**src/csq_pkg.sv**
```systemverilog
// Shared constants, types and result encoding for the conversion sequencer.
// Assumes all counts are in master clock cycles unless named otherwise.
package csq_pkg;

  // Conversion sequence, in master clock cycles
  localparam int unsigned DELAY_CYCLES = 1182;
  localparam int unsigned HIGH_CYCLES  = 354;
  localparam int unsigned LOW_CYCLES   = 64;
  localparam int unsigned CONVERT_REQUEST_N_CYCLES  = DELAY_CYCLES + HIGH_CYCLES + LOW_CYCLES;
  localparam int unsigned READY_EARLY  = 2;
  localparam int unsigned WAKE_CYCLES  = 3083;

  localparam int unsigned CNT_W  = 11;
  localparam int unsigned WAKE_W = 12;

  localparam logic [CNT_W-1:0]  CONVERT_REQUEST_N_LAST  = CNT_W'(CONVERT_REQUEST_N_CYCLES - 1);
  localparam logic [CNT_W-1:0]  HIGH_START = CNT_W'(DELAY_CYCLES);
  localparam logic [CNT_W-1:0]  LOW_START  = CNT_W'(DELAY_CYCLES + HIGH_CYCLES);
  localparam logic [CNT_W-1:0]  EARLY_RISE = CNT_W'(CONVERT_REQUEST_N_CYCLES - READY_EARLY - 1);
  localparam logic [WAKE_W-1:0] WAKE_LAST  = WAKE_W'(WAKE_CYCLES - 1);

  // Clock source detection, in i_clk cycles
  localparam int unsigned OSC_DIV      = 4;
  localparam int unsigned OSC_W        = 3;
  localparam int unsigned IDLE_TIMEOUT = 32;
  localparam int unsigned IDLE_W       = 6;
  localparam logic [OSC_W-1:0]  OSC_LAST  = OSC_W'(OSC_DIV - 1);
  localparam logic [IDLE_W-1:0] IDLE_LAST = IDLE_W'(IDLE_TIMEOUT);

  // Result word
  localparam int unsigned WORD_W = 24;
  localparam int unsigned RAW_W  = 26;
  localparam int unsigned BIT_W  = 5;
  localparam logic [WORD_W-1:0] BIP_MAX = 24'h7fffff;
  localparam logic [WORD_W-1:0] BIP_MIN = 24'h800000;
  localparam logic [WORD_W-1:0] UNI_MAX = 24'hffffff;
  localparam logic [WORD_W-1:0] UNI_MIN = 24'h000000;
  localparam logic [BIT_W-1:0]  BITS_FULL = BIT_W'(WORD_W);

  localparam logic signed [RAW_W-1:0] RAW_BIP_MAX = {{(RAW_W-WORD_W){1'b0}}, BIP_MAX};
  localparam logic signed [RAW_W-1:0] RAW_BIP_MIN = {{(RAW_W-WORD_W){1'b1}}, BIP_MIN};
  localparam logic signed [RAW_W-1:0] RAW_UNI_MAX = {{(RAW_W-WORD_W){1'b0}}, UNI_MAX};
  localparam logic signed [RAW_W-1:0] RAW_UNI_MIN = {{(RAW_W-WORD_W){1'b0}}, UNI_MIN};

  typedef enum logic [1:0] {ST_IDLE, ST_CONVERT_REQUEST_N, ST_SLEEP, ST_WAKE} csq_state_t;

  // Clamp the wide filter value into the chosen output coding
  function automatic logic [WORD_W-1:0] csq_encode(input logic signed [RAW_W-1:0] raw,
                                                   input logic bipolar);
    logic [WORD_W-1:0] w;
    w = raw[WORD_W-1:0];
    if (bipolar) begin
      if (raw > RAW_BIP_MAX) begin
        w = BIP_MAX;
      end else if (raw < RAW_BIP_MIN) begin
        w = BIP_MIN;
      end
    end else begin
      if (raw > RAW_UNI_MAX) begin
        w = UNI_MAX;
      end else if (raw < RAW_UNI_MIN) begin
        w = UNI_MIN;
      end
    end
    return w;
  endfunction

endpackage

```
**src/csq_clock_source.sv**
```systemverilog
// Master clock source selection: external edges or internal oscillator.
// Assumes i_mclk is already synchronous to i_clk.
`timescale 1ns/1ps
`default_nettype none
module csq_clock_source
  import csq_pkg::*;
(
  input  wire logic i_clk,     // system clock
  input  wire logic i_arst_n,  // async reset, active low
  input  wire logic i_mclk,    // master clock pin level
  output logic      o_tick,    // one pulse per master clock cycle
  output logic      o_osc_on,  // internal oscillator running
  output logic      o_ext_clk  // external clock detected
);

  logic              mclk_prev_reg, mclk_prev_next;
  logic [IDLE_W-1:0] idle_reg, idle_next;
  logic              ext_reg, ext_next;
  logic              osc_reg, osc_next;
  logic [OSC_W-1:0]  div_reg, div_next;
  logic              tick_reg, tick_next;
  logic              fall;

  always_comb begin
    fall           = mclk_prev_reg & ~i_mclk;
    mclk_prev_next = i_mclk;
    idle_next      = idle_reg;
    ext_next       = ext_reg;
    if (fall) begin
      idle_next = '0;
      ext_next  = 1'b1;
    end else if (idle_reg != IDLE_LAST) begin
      idle_next = IDLE_W'(idle_reg + 1);
    end else begin
      ext_next = 1'b0;
    end
    // Pin low and quiet starts the oscillator; pin high keeps it stopped
    osc_next = ~ext_next & ~i_mclk;
    div_next = '0;
    if (osc_reg) begin
      div_next = (div_reg == OSC_LAST) ? '0 : OSC_W'(div_reg + 1);
    end
    tick_next = ext_reg ? fall : (osc_reg && div_reg == OSC_LAST);
  end

  always_ff @(posedge i_clk or negedge i_arst_n) begin
    if (!i_arst_n) begin
      mclk_prev_reg <= 1'b0;
      idle_reg      <= '0;
      ext_reg       <= 1'b0;
      osc_reg       <= 1'b0;
      div_reg       <= '0;
      tick_reg      <= 1'b0;
    end else begin
      mclk_prev_reg <= mclk_prev_next;
      idle_reg      <= idle_next;
      ext_reg       <= ext_next;
      osc_reg       <= osc_next;
      div_reg       <= div_next;
      tick_reg      <= tick_next;
    end
  end

  assign o_tick    = tick_reg;
  assign o_osc_on  = osc_reg;
  assign o_ext_clk = ext_reg;

  a_osc_off_ext: assert property (@(posedge i_clk) disable iff (!i_arst_n)
    o_ext_clk |-> !o_osc_on) else $error("oscillator runs with external clock");

  a_high_no_tick: assert property (@(posedge i_clk) disable iff (!i_arst_n)
    (!ext_reg && i_mclk && mclk_prev_reg) |=> !o_tick)
    else $error("tick while master clock held high");

endmodule
`default_nettype wire

```
**src/csq_serial_port.sv**
```systemverilog
// Self-clocked serial output of the result word, MSB first.
// Assumes i_tick marks master clock cycles; serial clock is half that rate.
`timescale 1ns/1ps
`default_nettype none
module csq_serial_port
  import csq_pkg::*;
(
  input  wire logic              i_clk,                    // system clock
  input  wire logic              i_arst_n,                 // async reset, active low
  input  wire logic              i_tick,                   // master clock enable
  input  wire logic              i_load,                   // new result pulse
  input  wire logic [WORD_W-1:0] i_word,                   // result word
  input  wire logic              i_cs_n,                   // chip select, active low
  input  wire logic              i_self_clocked_port_mode, // port drives its own clock
  output logic                   o_sdo,                    // serial data out
  output logic                   o_sdo_oe_n,               // data enable, low drives
  output logic                   o_sclk,                   // serial clock out
  output logic                   o_sclk_oe_n,              // clock enable, low drives
  output logic                   o_done                    // word fully shifted, pulse
);

  logic [WORD_W-1:0] sh_reg, sh_next;
  logic [BIT_W-1:0]  bits_reg, bits_next;
  logic              busy_reg, busy_next;
  logic              sclk_reg, sclk_next;
  logic              sdo_reg, sdo_next;
  logic              oe_n_reg, oe_n_next;
  logic              done_reg, done_next;
  logic              drive;

  always_comb begin
    drive     = ~i_cs_n & i_self_clocked_port_mode;
    sh_next   = sh_reg;
    bits_next = bits_reg;
    busy_next = busy_reg;
    sclk_next = sclk_reg;
    sdo_next  = sdo_reg;
    done_next = 1'b0;
    oe_n_next = ~drive;
    if (!drive) begin
      // Deselecting mid-word abandons the read; ready then rises early
      busy_next = 1'b0;
      sclk_next = 1'b0;
    end else if (i_load) begin
      sh_next   = i_word;
      bits_next = BITS_FULL;
      busy_next = 1'b1;
      sclk_next = 1'b0;
    end else if (busy_reg && i_tick) begin
      sclk_next = ~sclk_reg;
      if (!sclk_reg) begin
        if (bits_reg != '0) begin
          sdo_next  = sh_reg[WORD_W-1];
          sh_next   = {sh_reg[WORD_W-2:0], 1'b0};
          bits_next = BIT_W'(bits_reg - 1);
        end else begin
          busy_next = 1'b0;
          sclk_next = 1'b0;
          done_next = 1'b1;
        end
      end
    end
  end

  always_ff @(posedge i_clk or negedge i_arst_n) begin
    if (!i_arst_n) begin
      sh_reg   <= '0;
      bits_reg <= '0;
      busy_reg <= 1'b0;
      sclk_reg <= 1'b0;
      sdo_reg  <= 1'b0;
      oe_n_reg <= 1'b1;
      done_reg <= 1'b0;
    end else begin
      sh_reg   <= sh_next;
      bits_reg <= bits_next;
      busy_reg <= busy_next;
      sclk_reg <= sclk_next;
      sdo_reg  <= sdo_next;
      oe_n_reg <= oe_n_next;
      done_reg <= done_next;
    end
  end

  assign o_sdo       = sdo_reg;
  assign o_sdo_oe_n  = oe_n_reg;
  assign o_sclk      = sclk_reg;
  assign o_sclk_oe_n = oe_n_reg;
  assign o_done      = done_reg;

  a_msb_order: assert property (@(posedge i_clk) disable iff (!i_arst_n)
    (drive && !i_load && busy_reg && i_tick && !sclk_reg && bits_reg != '0)
      |=> (o_sdo == $past(sh_reg[WORD_W-1]) && o_sclk))
    else $error("serial bit not MSB first on rising clock");

  a_port_release: assert property (@(posedge i_clk) disable iff (!i_arst_n)
    i_cs_n |=> (o_sdo_oe_n && o_sclk_oe_n && !busy_reg))
    else $error("port driven while deselected");

endmodule
`default_nettype wire

```
**src/csq_conversion_sequencer.sv**
```systemverilog
// Conversion sequencer top: start, phase timing, ready line, sleep and wake.
// Assumes host pins are synchronous to i_clk; master clock arrives on i_mclk.
//
// What this block does
// - A low convert request starts a conversion lasting 1600 master cycles.
// - Request held low converts back to back, ready falling every 1600 cycles.
// - Ready looped to request gives one conversion every 1602 cycles.
// - An asynchronous request may slip start by 0 to 4 cycles, up to 1604.
// - Shared clock and same-edge request or reset release keeps converters in step.
// - Host resets after power-up; reset initialises the conversion logic.
// - Sleep low enters low power; 3083 cycles wake delay before converting.
// - At conversion end the result loads into the port and ready falls.
// - Ready rises once every result bit has been shifted out.
// - Unread result with select low: ready rises two cycles before next end.
// - Ready falls again at the next end as the new result loads.
// - Delay 1182 to 1186 cycles, 354 high power, 64 low power, then ready.
// - Master clock pin tied low starts and uses the internal oscillator.
// - Toggling master clock stops the oscillator and drives the conversion.
// - Master clock held high stops all cycles, allowing cycle deletion.
// - Coding select pin level chooses the result encoding.
// - Low gives saturating straight binary; high gives saturating two's complement.
// - Self-clocked port with select low shifts result MSB first on rising edges.
`timescale 1ns/1ps
`default_nettype none
module csq_conversion_sequencer
  import csq_pkg::*;
(
  input  wire logic                      i_clk,                    // 20 MHz system clock
  input  wire logic                      i_arst_n,                 // async reset, active low
  input  wire logic                      i_mclk,                   // master clock pin
  input  wire logic                      i_convert_request_n,      // start request, low
  input  wire logic                      i_sleep_n,                // sleep request, low
  input  wire logic                      i_coding_select,          // high: bipolar
  input  wire logic                      i_self_clocked_port_mode, // port makes its clock
  input  wire logic                      i_cs_n,                   // chip select, low
  input  wire logic signed [csq_pkg::RAW_W-1:0] i_raw_result,      // filter output
  output logic                           o_ready_n,                // result ready, low
  output logic [csq_pkg::WORD_W-1:0]     o_result_word,            // latched result
  output logic                           o_high_power_phase,       // high-power phase
  output logic                           o_low_power_phase,        // low-power phase
  output logic                           o_sleeping,               // low-power sleep
  output logic                           o_osc_on,                 // internal oscillator on
  output logic                           o_sdo,                    // serial data
  output logic                           o_sdo_oe_n,               // data enable, low
  output logic                           o_sclk,                   // serial clock
  output logic                           o_sclk_oe_n               // clock enable, low
);

  logic tick;
  logic shift_done;

  csq_clock_source u_clk_src (
    .i_clk     (i_clk),
    .i_arst_n  (i_arst_n),
    .i_mclk    (i_mclk),
    .o_tick    (tick),
    .o_osc_on  (o_osc_on),
    .o_ext_clk ()
  );

  // Request synchroniser at the system rate; the sequencer reads it on ticks
  logic req_s1_reg, req_s1_next;
  logic req_s2_reg, req_s2_next;

  always_comb begin
    req_s1_next = i_convert_request_n;
    req_s2_next = req_s1_reg;
  end

  // Free-running stages see a looped-back release before the end tick, so the
  // loop stops there and restarts two ticks later: one conversion per 1602
  always_ff @(posedge i_clk or negedge i_arst_n) begin
    if (!i_arst_n) begin
      req_s1_reg <= 1'b1;
      req_s2_reg <= 1'b1;
    end else begin
      req_s1_reg <= req_s1_next;
      req_s2_reg <= req_s2_next;
    end
  end

  // Sequencer state
  csq_state_t        state_reg, state_next;
  logic [CNT_W-1:0]  cnt_reg, cnt_next;
  logic [WAKE_W-1:0] wake_reg, wake_next;
  logic              start;
  logic              end_tick;

  always_comb begin
    start      = ~req_s2_reg;
    end_tick   = 1'b0;
    state_next = state_reg;
    cnt_next   = cnt_reg;
    wake_next  = wake_reg;
    case (state_reg)
      ST_IDLE: begin
        if (tick && start) begin
          state_next = ST_CONVERT_REQUEST_N;
          cnt_next   = '0;
        end
      end
      ST_CONVERT_REQUEST_N: begin
        if (tick) begin
          if (cnt_reg == CONVERT_REQUEST_N_LAST) begin
            end_tick = i_sleep_n;
            cnt_next = '0;
            // Request back high in time ends after one conversion
            if (!start) begin
              state_next = ST_IDLE;
            end
          end else begin
            cnt_next = CNT_W'(cnt_reg + 1);
          end
        end
      end
      ST_SLEEP: begin
        if (i_sleep_n) begin
          state_next = ST_WAKE;
          wake_next  = '0;
        end
      end
      default: begin
        if (tick) begin
          if (wake_reg == WAKE_LAST) begin
            state_next = ST_IDLE;
          end else begin
            wake_next = WAKE_W'(wake_reg + 1);
          end
        end
      end
    endcase
    // Sleep aborts anything in progress
    if (!i_sleep_n) begin
      state_next = ST_SLEEP;
    end
  end

  always_ff @(posedge i_clk or negedge i_arst_n) begin
    if (!i_arst_n) begin
      state_reg <= ST_IDLE;
      cnt_reg   <= '0;
      wake_reg  <= '0;
    end else begin
      state_reg <= state_next;
      cnt_reg   <= cnt_next;
      wake_reg  <= wake_next;
    end
  end

  // Ready line, result latch and phase flags
  logic              ready_n_reg, ready_n_next;
  logic [WORD_W-1:0] word_reg, word_next;
  logic              load_reg, load_next;
  logic              high_reg, high_next;
  logic              low_reg, low_next;
  logic              sleep_reg, sleep_next;

  always_comb begin
    ready_n_next = ready_n_reg;
    word_next    = word_reg;
    load_next    = end_tick;
    if (shift_done) begin
      ready_n_next = 1'b1;
    end
    if (tick && state_reg == ST_CONVERT_REQUEST_N && cnt_reg == EARLY_RISE) begin
      ready_n_next = 1'b1;
    end
    if (state_next == ST_SLEEP) begin
      ready_n_next = 1'b1;
    end
    // A new result outranks any rise in the same cycle
    if (end_tick) begin
      ready_n_next = 1'b0;
      word_next    = csq_encode(i_raw_result, i_coding_select);
    end
    high_next  = (state_next == ST_CONVERT_REQUEST_N) && (cnt_next >= HIGH_START)
                 && (cnt_next < LOW_START);
    low_next   = (state_next == ST_CONVERT_REQUEST_N) && (cnt_next >= LOW_START);
    sleep_next = (state_next == ST_SLEEP);
  end

  always_ff @(posedge i_clk or negedge i_arst_n) begin
    if (!i_arst_n) begin
      ready_n_reg <= 1'b1;
      word_reg    <= '0;
      load_reg    <= 1'b0;
      high_reg    <= 1'b0;
      low_reg     <= 1'b0;
      sleep_reg   <= 1'b0;
    end else begin
      ready_n_reg <= ready_n_next;
      word_reg    <= word_next;
      load_reg    <= load_next;
      high_reg    <= high_next;
      low_reg     <= low_next;
      sleep_reg   <= sleep_next;
    end
  end

  assign o_ready_n          = ready_n_reg;
  assign o_result_word      = word_reg;
  assign o_high_power_phase = high_reg;
  assign o_low_power_phase  = low_reg;
  assign o_sleeping         = sleep_reg;

  csq_serial_port u_port (
    .i_clk                    (i_clk),
    .i_arst_n                 (i_arst_n),
    .i_tick                   (tick),
    .i_load                   (load_reg),
    .i_word                   (word_reg),
    .i_cs_n                   (i_cs_n),
    .i_self_clocked_port_mode (i_self_clocked_port_mode),
    .o_sdo                    (o_sdo),
    .o_sdo_oe_n               (o_sdo_oe_n),
    .o_sclk                   (o_sclk),
    .o_sclk_oe_n              (o_sclk_oe_n),
    .o_done                   (shift_done)
  );

  // Helper: master cycles between successive ends in a back-to-back run
  logic [CNT_W-1:0] gap_reg;
  logic             chain_reg;

  always_ff @(posedge i_clk or negedge i_arst_n) begin
    if (!i_arst_n) begin
      gap_reg   <= '0;
      chain_reg <= 1'b0;
    end else begin
      if (end_tick) begin
        gap_reg   <= '0;
        chain_reg <= start;
      end else if (tick && gap_reg != '1) begin
        gap_reg <= CNT_W'(gap_reg + 1);
      end
      if (state_reg == ST_SLEEP) begin
        chain_reg <= 1'b0;
      end
    end
  end

  a_chain_period: assert property (@(posedge i_clk) disable iff (!i_arst_n)
    (end_tick && chain_reg) |-> gap_reg == CONVERT_REQUEST_N_LAST)
    else $error("back-to-back period is not 1600 cycles");

  a_chain_restart: assert property (@(posedge i_clk) disable iff (!i_arst_n)
    (end_tick && start) |=> (state_reg == ST_CONVERT_REQUEST_N && cnt_reg == '0))
    else $error("held request did not restart conversion");

  a_ready_load: assert property (@(posedge i_clk) disable iff (!i_arst_n)
    end_tick |=> (!o_ready_n && o_result_word == csq_encode($past(i_raw_result),
                                                            $past(i_coding_select))))
    else $error("result not loaded with ready low");

  a_early_rise: assert property (@(posedge i_clk) disable iff (!i_arst_n)
    (tick && state_reg == ST_CONVERT_REQUEST_N && cnt_reg == EARLY_RISE && i_sleep_n)
      |=> o_ready_n) else $error("ready did not rise two cycles before end");

  a_phase_high: assert property (@(posedge i_clk) disable iff (!i_arst_n)
    $rose(o_high_power_phase) |-> (cnt_reg == HIGH_START && !o_low_power_phase))
    else $error("high-power phase began at wrong count");

  a_phase_low: assert property (@(posedge i_clk) disable iff (!i_arst_n)
    $fell(o_high_power_phase) && state_reg == ST_CONVERT_REQUEST_N |-> o_low_power_phase
      && cnt_reg == LOW_START) else $error("low-power phase did not follow");

  a_wake_hold: assert property (@(posedge i_clk) disable iff (!i_arst_n)
    (state_reg == ST_WAKE && wake_reg != WAKE_LAST) |=> state_reg != ST_CONVERT_REQUEST_N)
    else $error("conversion started during wake delay");

  a_sleep_enter: assert property (@(posedge i_clk) disable iff (!i_arst_n)
    !i_sleep_n |=> (o_sleeping && o_ready_n && !o_high_power_phase))
    else $error("sleep did not enter low power");

  a_idle_start: assert property (@(posedge i_clk) disable iff (!i_arst_n)
    (state_reg == ST_IDLE && req_s2_reg) |=> state_reg != ST_CONVERT_REQUEST_N)
    else $error("start without synchronised request");

  a_loop_stop: assert property (@(posedge i_clk) disable iff (!i_arst_n)
    (end_tick && req_s2_reg) |=> state_reg == ST_IDLE)
    else $error("released request did not stop conversions");

  a_end_in_low: assert property (@(posedge i_clk) disable iff (!i_arst_n)
    end_tick |-> o_low_power_phase)
    else $error("conversion ended outside low-power phase");

  a_sleep_quiet: assert property (@(posedge i_clk) disable iff (!i_arst_n)
    o_sleeping |-> (!o_high_power_phase && !o_low_power_phase && o_ready_n))
    else $error("activity while sleeping");

  a_wake_idle: assert property (@(posedge i_clk) disable iff (!i_arst_n)
    (state_reg == ST_WAKE && tick && wake_reg == WAKE_LAST && i_sleep_n)
      |=> state_reg == ST_IDLE) else $error("wake delay did not end");

  a_start_tick: assert property (@(posedge i_clk) disable iff (!i_arst_n)
    (state_reg == ST_IDLE && state_next == ST_CONVERT_REQUEST_N) |-> tick)
    else $error("conversion started off a master tick");

endmodule
`default_nettype wire

```
**config.mk**
```make
export PLATFORM = sky130hd
export DESIGN_NAME = csq_conversion_sequencer
export DESIGN_NICKNAME = d
export VERILOG_FILES = /design/src/csq_pkg.sv /design/src/csq_clock_source.sv /design/src/csq_serial_port.sv /design/src/csq_conversion_sequencer.sv
export SDC_FILE = /design/constraint.sdc
export NUM_CORES = 1
export LEC_CHECK = 0
export ABC_AREA = 1
export BUFFER_PORTS_ARGS = -buffer_cell sky130_fd_sc_hd__buf_2
export CORE_MARGIN = 2
export CORE_UTILIZATION = 59
export DETAILED_ROUTE_END_ITERATION = 6
export GPL_TIMING_DRIVEN = 0
export PLACE_DENSITY = 0.92
export SLEW_MARGIN = 0
export SYNTH_ARGS = -nofsm -noshare
export SYNTH_HDL_FRONTEND = slang
export SYNTH_HIERARCHICAL = 1
export SYNTH_SLANG_ARGS = --single-unit
```
**constraint.sdc**
```tcl
create_clock -name i_clk -period 2.3 [get_ports i_clk]
set_clock_uncertainty 0.05 [all_clocks]
set_input_delay 0.115 -clock i_clk [delete_from_list [all_inputs] [get_ports i_clk]]
set_output_delay 0.115 -clock i_clk [all_outputs]
set_load 0.005 [all_outputs]
```
==> results.md <==
* Status: finished, final reports clean
* Grt ovf at 0
* TritonCTS Buffers at 9
* Detailed Place HPWL at 8380 um
* YS warnings at 6
* Multi-input gate area at 2590 um2
* N_diodes at 0
* RSZ-0062 raised after global routing: false
* Final Max Slew Viols at 0
* Worst Path Arrival at 2.25 ns
* Final Hold Fails at 0
* MaxCap Viol Count at 0
* Sequential fraction of the synthesis area at 0.463
* Hold_ws at 0.0503 ns
* Initial DRC count at 294
* # rows at 35
* Leakage power at 3.42 nW
* Min-Delay Path Class: input pin to flop
* Post-Synth XOR/XNOR Area at 0.00785
* WL/cell at 12.3 um
* GPL Wtd Cong at 0.819
* CP endpoint kind: flop
* Synth Area in Simple Gates at 0.364
* Bufs and invs on worst path at 2
* Post-Synth Adder-Cell Area at 0.0179
* Pwr Density at 556 nW/um2
* Port bufs at 65
* Ports at 67
* Period utilization at 0.888
* #FFs+latches synth at 103
* Pin count of the biggest net entering global routing at 76
* Clock sinks at 103
* DRC violations left at 0
* Final net count at 880
* Synth Area per Inst at 7.39 um2
* Req. time, crit path at 2.51 ns
* Router iterations before antenna repair at 5
* Critical path's top delay family: simple AND/OR/NAND/NOR gates
* Share of cells above drive strength 1 at 0.163
* Syn Inst Count at 755
* Crit path time final at 2.04 ns
* Worst-Skew Late Latency at 0.37 ns
* Worst setup SP type: flop
* Clock Path Buffers at 2
* CTS tree: built
* Total GRT Usage at 0.243
* Worst-path clk slew at 0.10 ns
* Core area at 9200 um2
* Syn nets at 797
* Initial Util at 0.607
* Via count at 5103
* FF/Latch Area at 2580 um2
* Cell chosen for the clock root: clkbuf_8
* Post-synthesis compound-gate area fraction at 0.0718
* Worst-margin pin slew at 0.570 ns
* Max incr delay on CP at 0.45 ns
* Post-route ant nets at 0
* Initial antenna violation count at 0
* Fillcell total at 754
* Total Power at 0.00353 W
* Die area at 10200 um2
* Final wirelength at 11700 um
* Htree depth at 3
* Peak VDD IR at 0.000266 V
* Cell Area, Synth at 5580 um2
* Placed insts at 932
* Register-to-register setup slack at 0.26 ns
* Slew margin rel. at 0.617
* Die span in y at 101 um
* Fmax at 0.490 GHz
* Die extent in x at 101 um
* Layout area overhead at 13.6%
* Main combinational cell family by area after synthesis: simple AND/OR/NAND/NOR gates
* Crit path kind: flop to flop
* Post-synthesis mux area share at 0.00202
* CP dominant cell by count: nand2_1
* Fin cells at 954
* First-pass GRT wire length at 20300 um
* Worst Path Max Fanout at 10
* Number of global-route vias before repair at 4667
* Yosys cell types at 38
* Vias/cell at 5.35
* Slowest cell on the critical path: dfrtp_1
* Critical Path, Cell by Cell: ha_1, nand2_2, nor2_4, nand3_2, nor3_4, inv_2, buf_2, nand2_1, nand2_1
* Final setup viols at 0
==> cell usage after synthesis (all sizes together) <==
cell	number	share of area
nor2	71	0.054
dfstp	4	0.019
nand2	304	0.21
clkbuf	9	0.0061
buf	22	0.028
inv	58	0.039
nand3b	2	0.0027
or2	2	0.0022
nand4	11	0.012
o41ai	1	0.0016
o21bai	1	0.0013
o21a	1	0.0013
nand3	69	0.069
mux2	1	0.0020
nor4	1	0.0011
and3	1	0.0011
dfrtp	99	0.44
nor3	8	0.0092
ha	8	0.018
o21ai	66	0.059
nor3b	2	0.0027
a21oi	8	0.0072
xor2	5	0.0078
o22ai	1	0.0011
==> logic make-up after synthesis <==
| group | Yosys count |
|---|---|
| and+or+nand+nor | 471 |
| DFF | 103 |
| buffers and inverters | 89 |
| AOI/OAI and AO/OA | 78 |
| adders and majority gates | 8 |
| xor gates and xnor gates | 5 |
| muxes | 1 |
==> area by class of cell <==
| class | count | area share |
|---|---|---|
| buffer | 31 | 0.0304 |
| clock buffer | 11 | 0.0223 |
| clock inverter | 5 | 0.0103 |
| inverter | 58 | 0.0343 |
| multi-input combinational | 563 | 0.408 |
| sequential | 103 | 0.407 |
| tap | 111 | 0.0219 |
| timing repair buffer | 72 | 0.0655 |
==> per-stage QoR <==
| stage | setup TNS, ns | setup slack [ns] | cell area, um2 | util |
|---|---|---|---|---|
| 2_1_floorplan | 0 | 0.655 | 5580 | - |
| 3_3_place_gp | -0.700 | -0.0139 | 6040 | 0.657 |
| 3_5_place_dp | 0 | 0.312 | 6070 | 0.660 |
| 4_1_cts | 0 | 0.282 | 6340 | 0.689 |
| 5_1_grt | 0 | 0.0934 | 6340 | 0.689 |
| 6_report | 0 | 0.258 | 6340 | 0.689 |
==> cell usage in the layout, fill, tap and decap left out, drive strengths merged <==
cell type / n
o21bai: 1
inv: 60
a21oi: 8
o41ai: 1
dfstp: 4
mux2: 1
o21ai: 66
nor2: 71
clkinvlp: 2
clkbuf: 20
dlygate4sd3: 6
xor2: 5
or2: 2
nand4: 11
nor4: 1
nand3b: 2
bufinv: 1
nand2: 304
ha: 8
dfrtp: 99
and3: 1
nand3: 69
o22ai: 1
nor3b: 2
nor3: 8
buf: 88
o21a: 1
==> worst paths after layout <==
check,start,end,cells past startpoint
worst max-delay path,cnt_reg[0],o_result_word[13],9
min in group asynchronous,i_arst_n,u_clk_src/o_osc_on,2
worst min register to register,req_s1_reg,req_s2_reg,0
worst max register to register,cnt_reg[0],o_result_word[13],9
worst min-delay path,i_raw_result[11],o_result_word[11],5
max in group asynchronous,i_arst_n,u_port/sh_reg[1],3
==> power by group <==
part	switching, W	internal (W)
clock	0.000633	0.000545
sequential	0.0000857	0.00189
combinational	0.000219	0.000154
==> timing repair <==
action                                 in CTS  in global routing
buffers inserted                            0                  0
gates resized for setup                     0                  0
endpoints found under the hold margin      34                  0
hold buffers                                6                  0
==> tightest hold or removal path, stage by stage <==
cell and delay [ns]:
buf_2 0.09, o21ai_0 0.07, o21ai_0 0.07, nand2_1 0.05
nand2_1 0.05
==> per-layer routing <==
metal | share of wire | wire length, um | GRT usage
met5 | 0 | 0 | 0
met4 | 0.014 | 165 | 0.0832
met3 | 0.048 | 566 | 0.0255
met2 | 0.47 | 5490 | 0.406
met1 | 0.47 | 5500 | 0.335
Power figures use the tool's default switching activity.
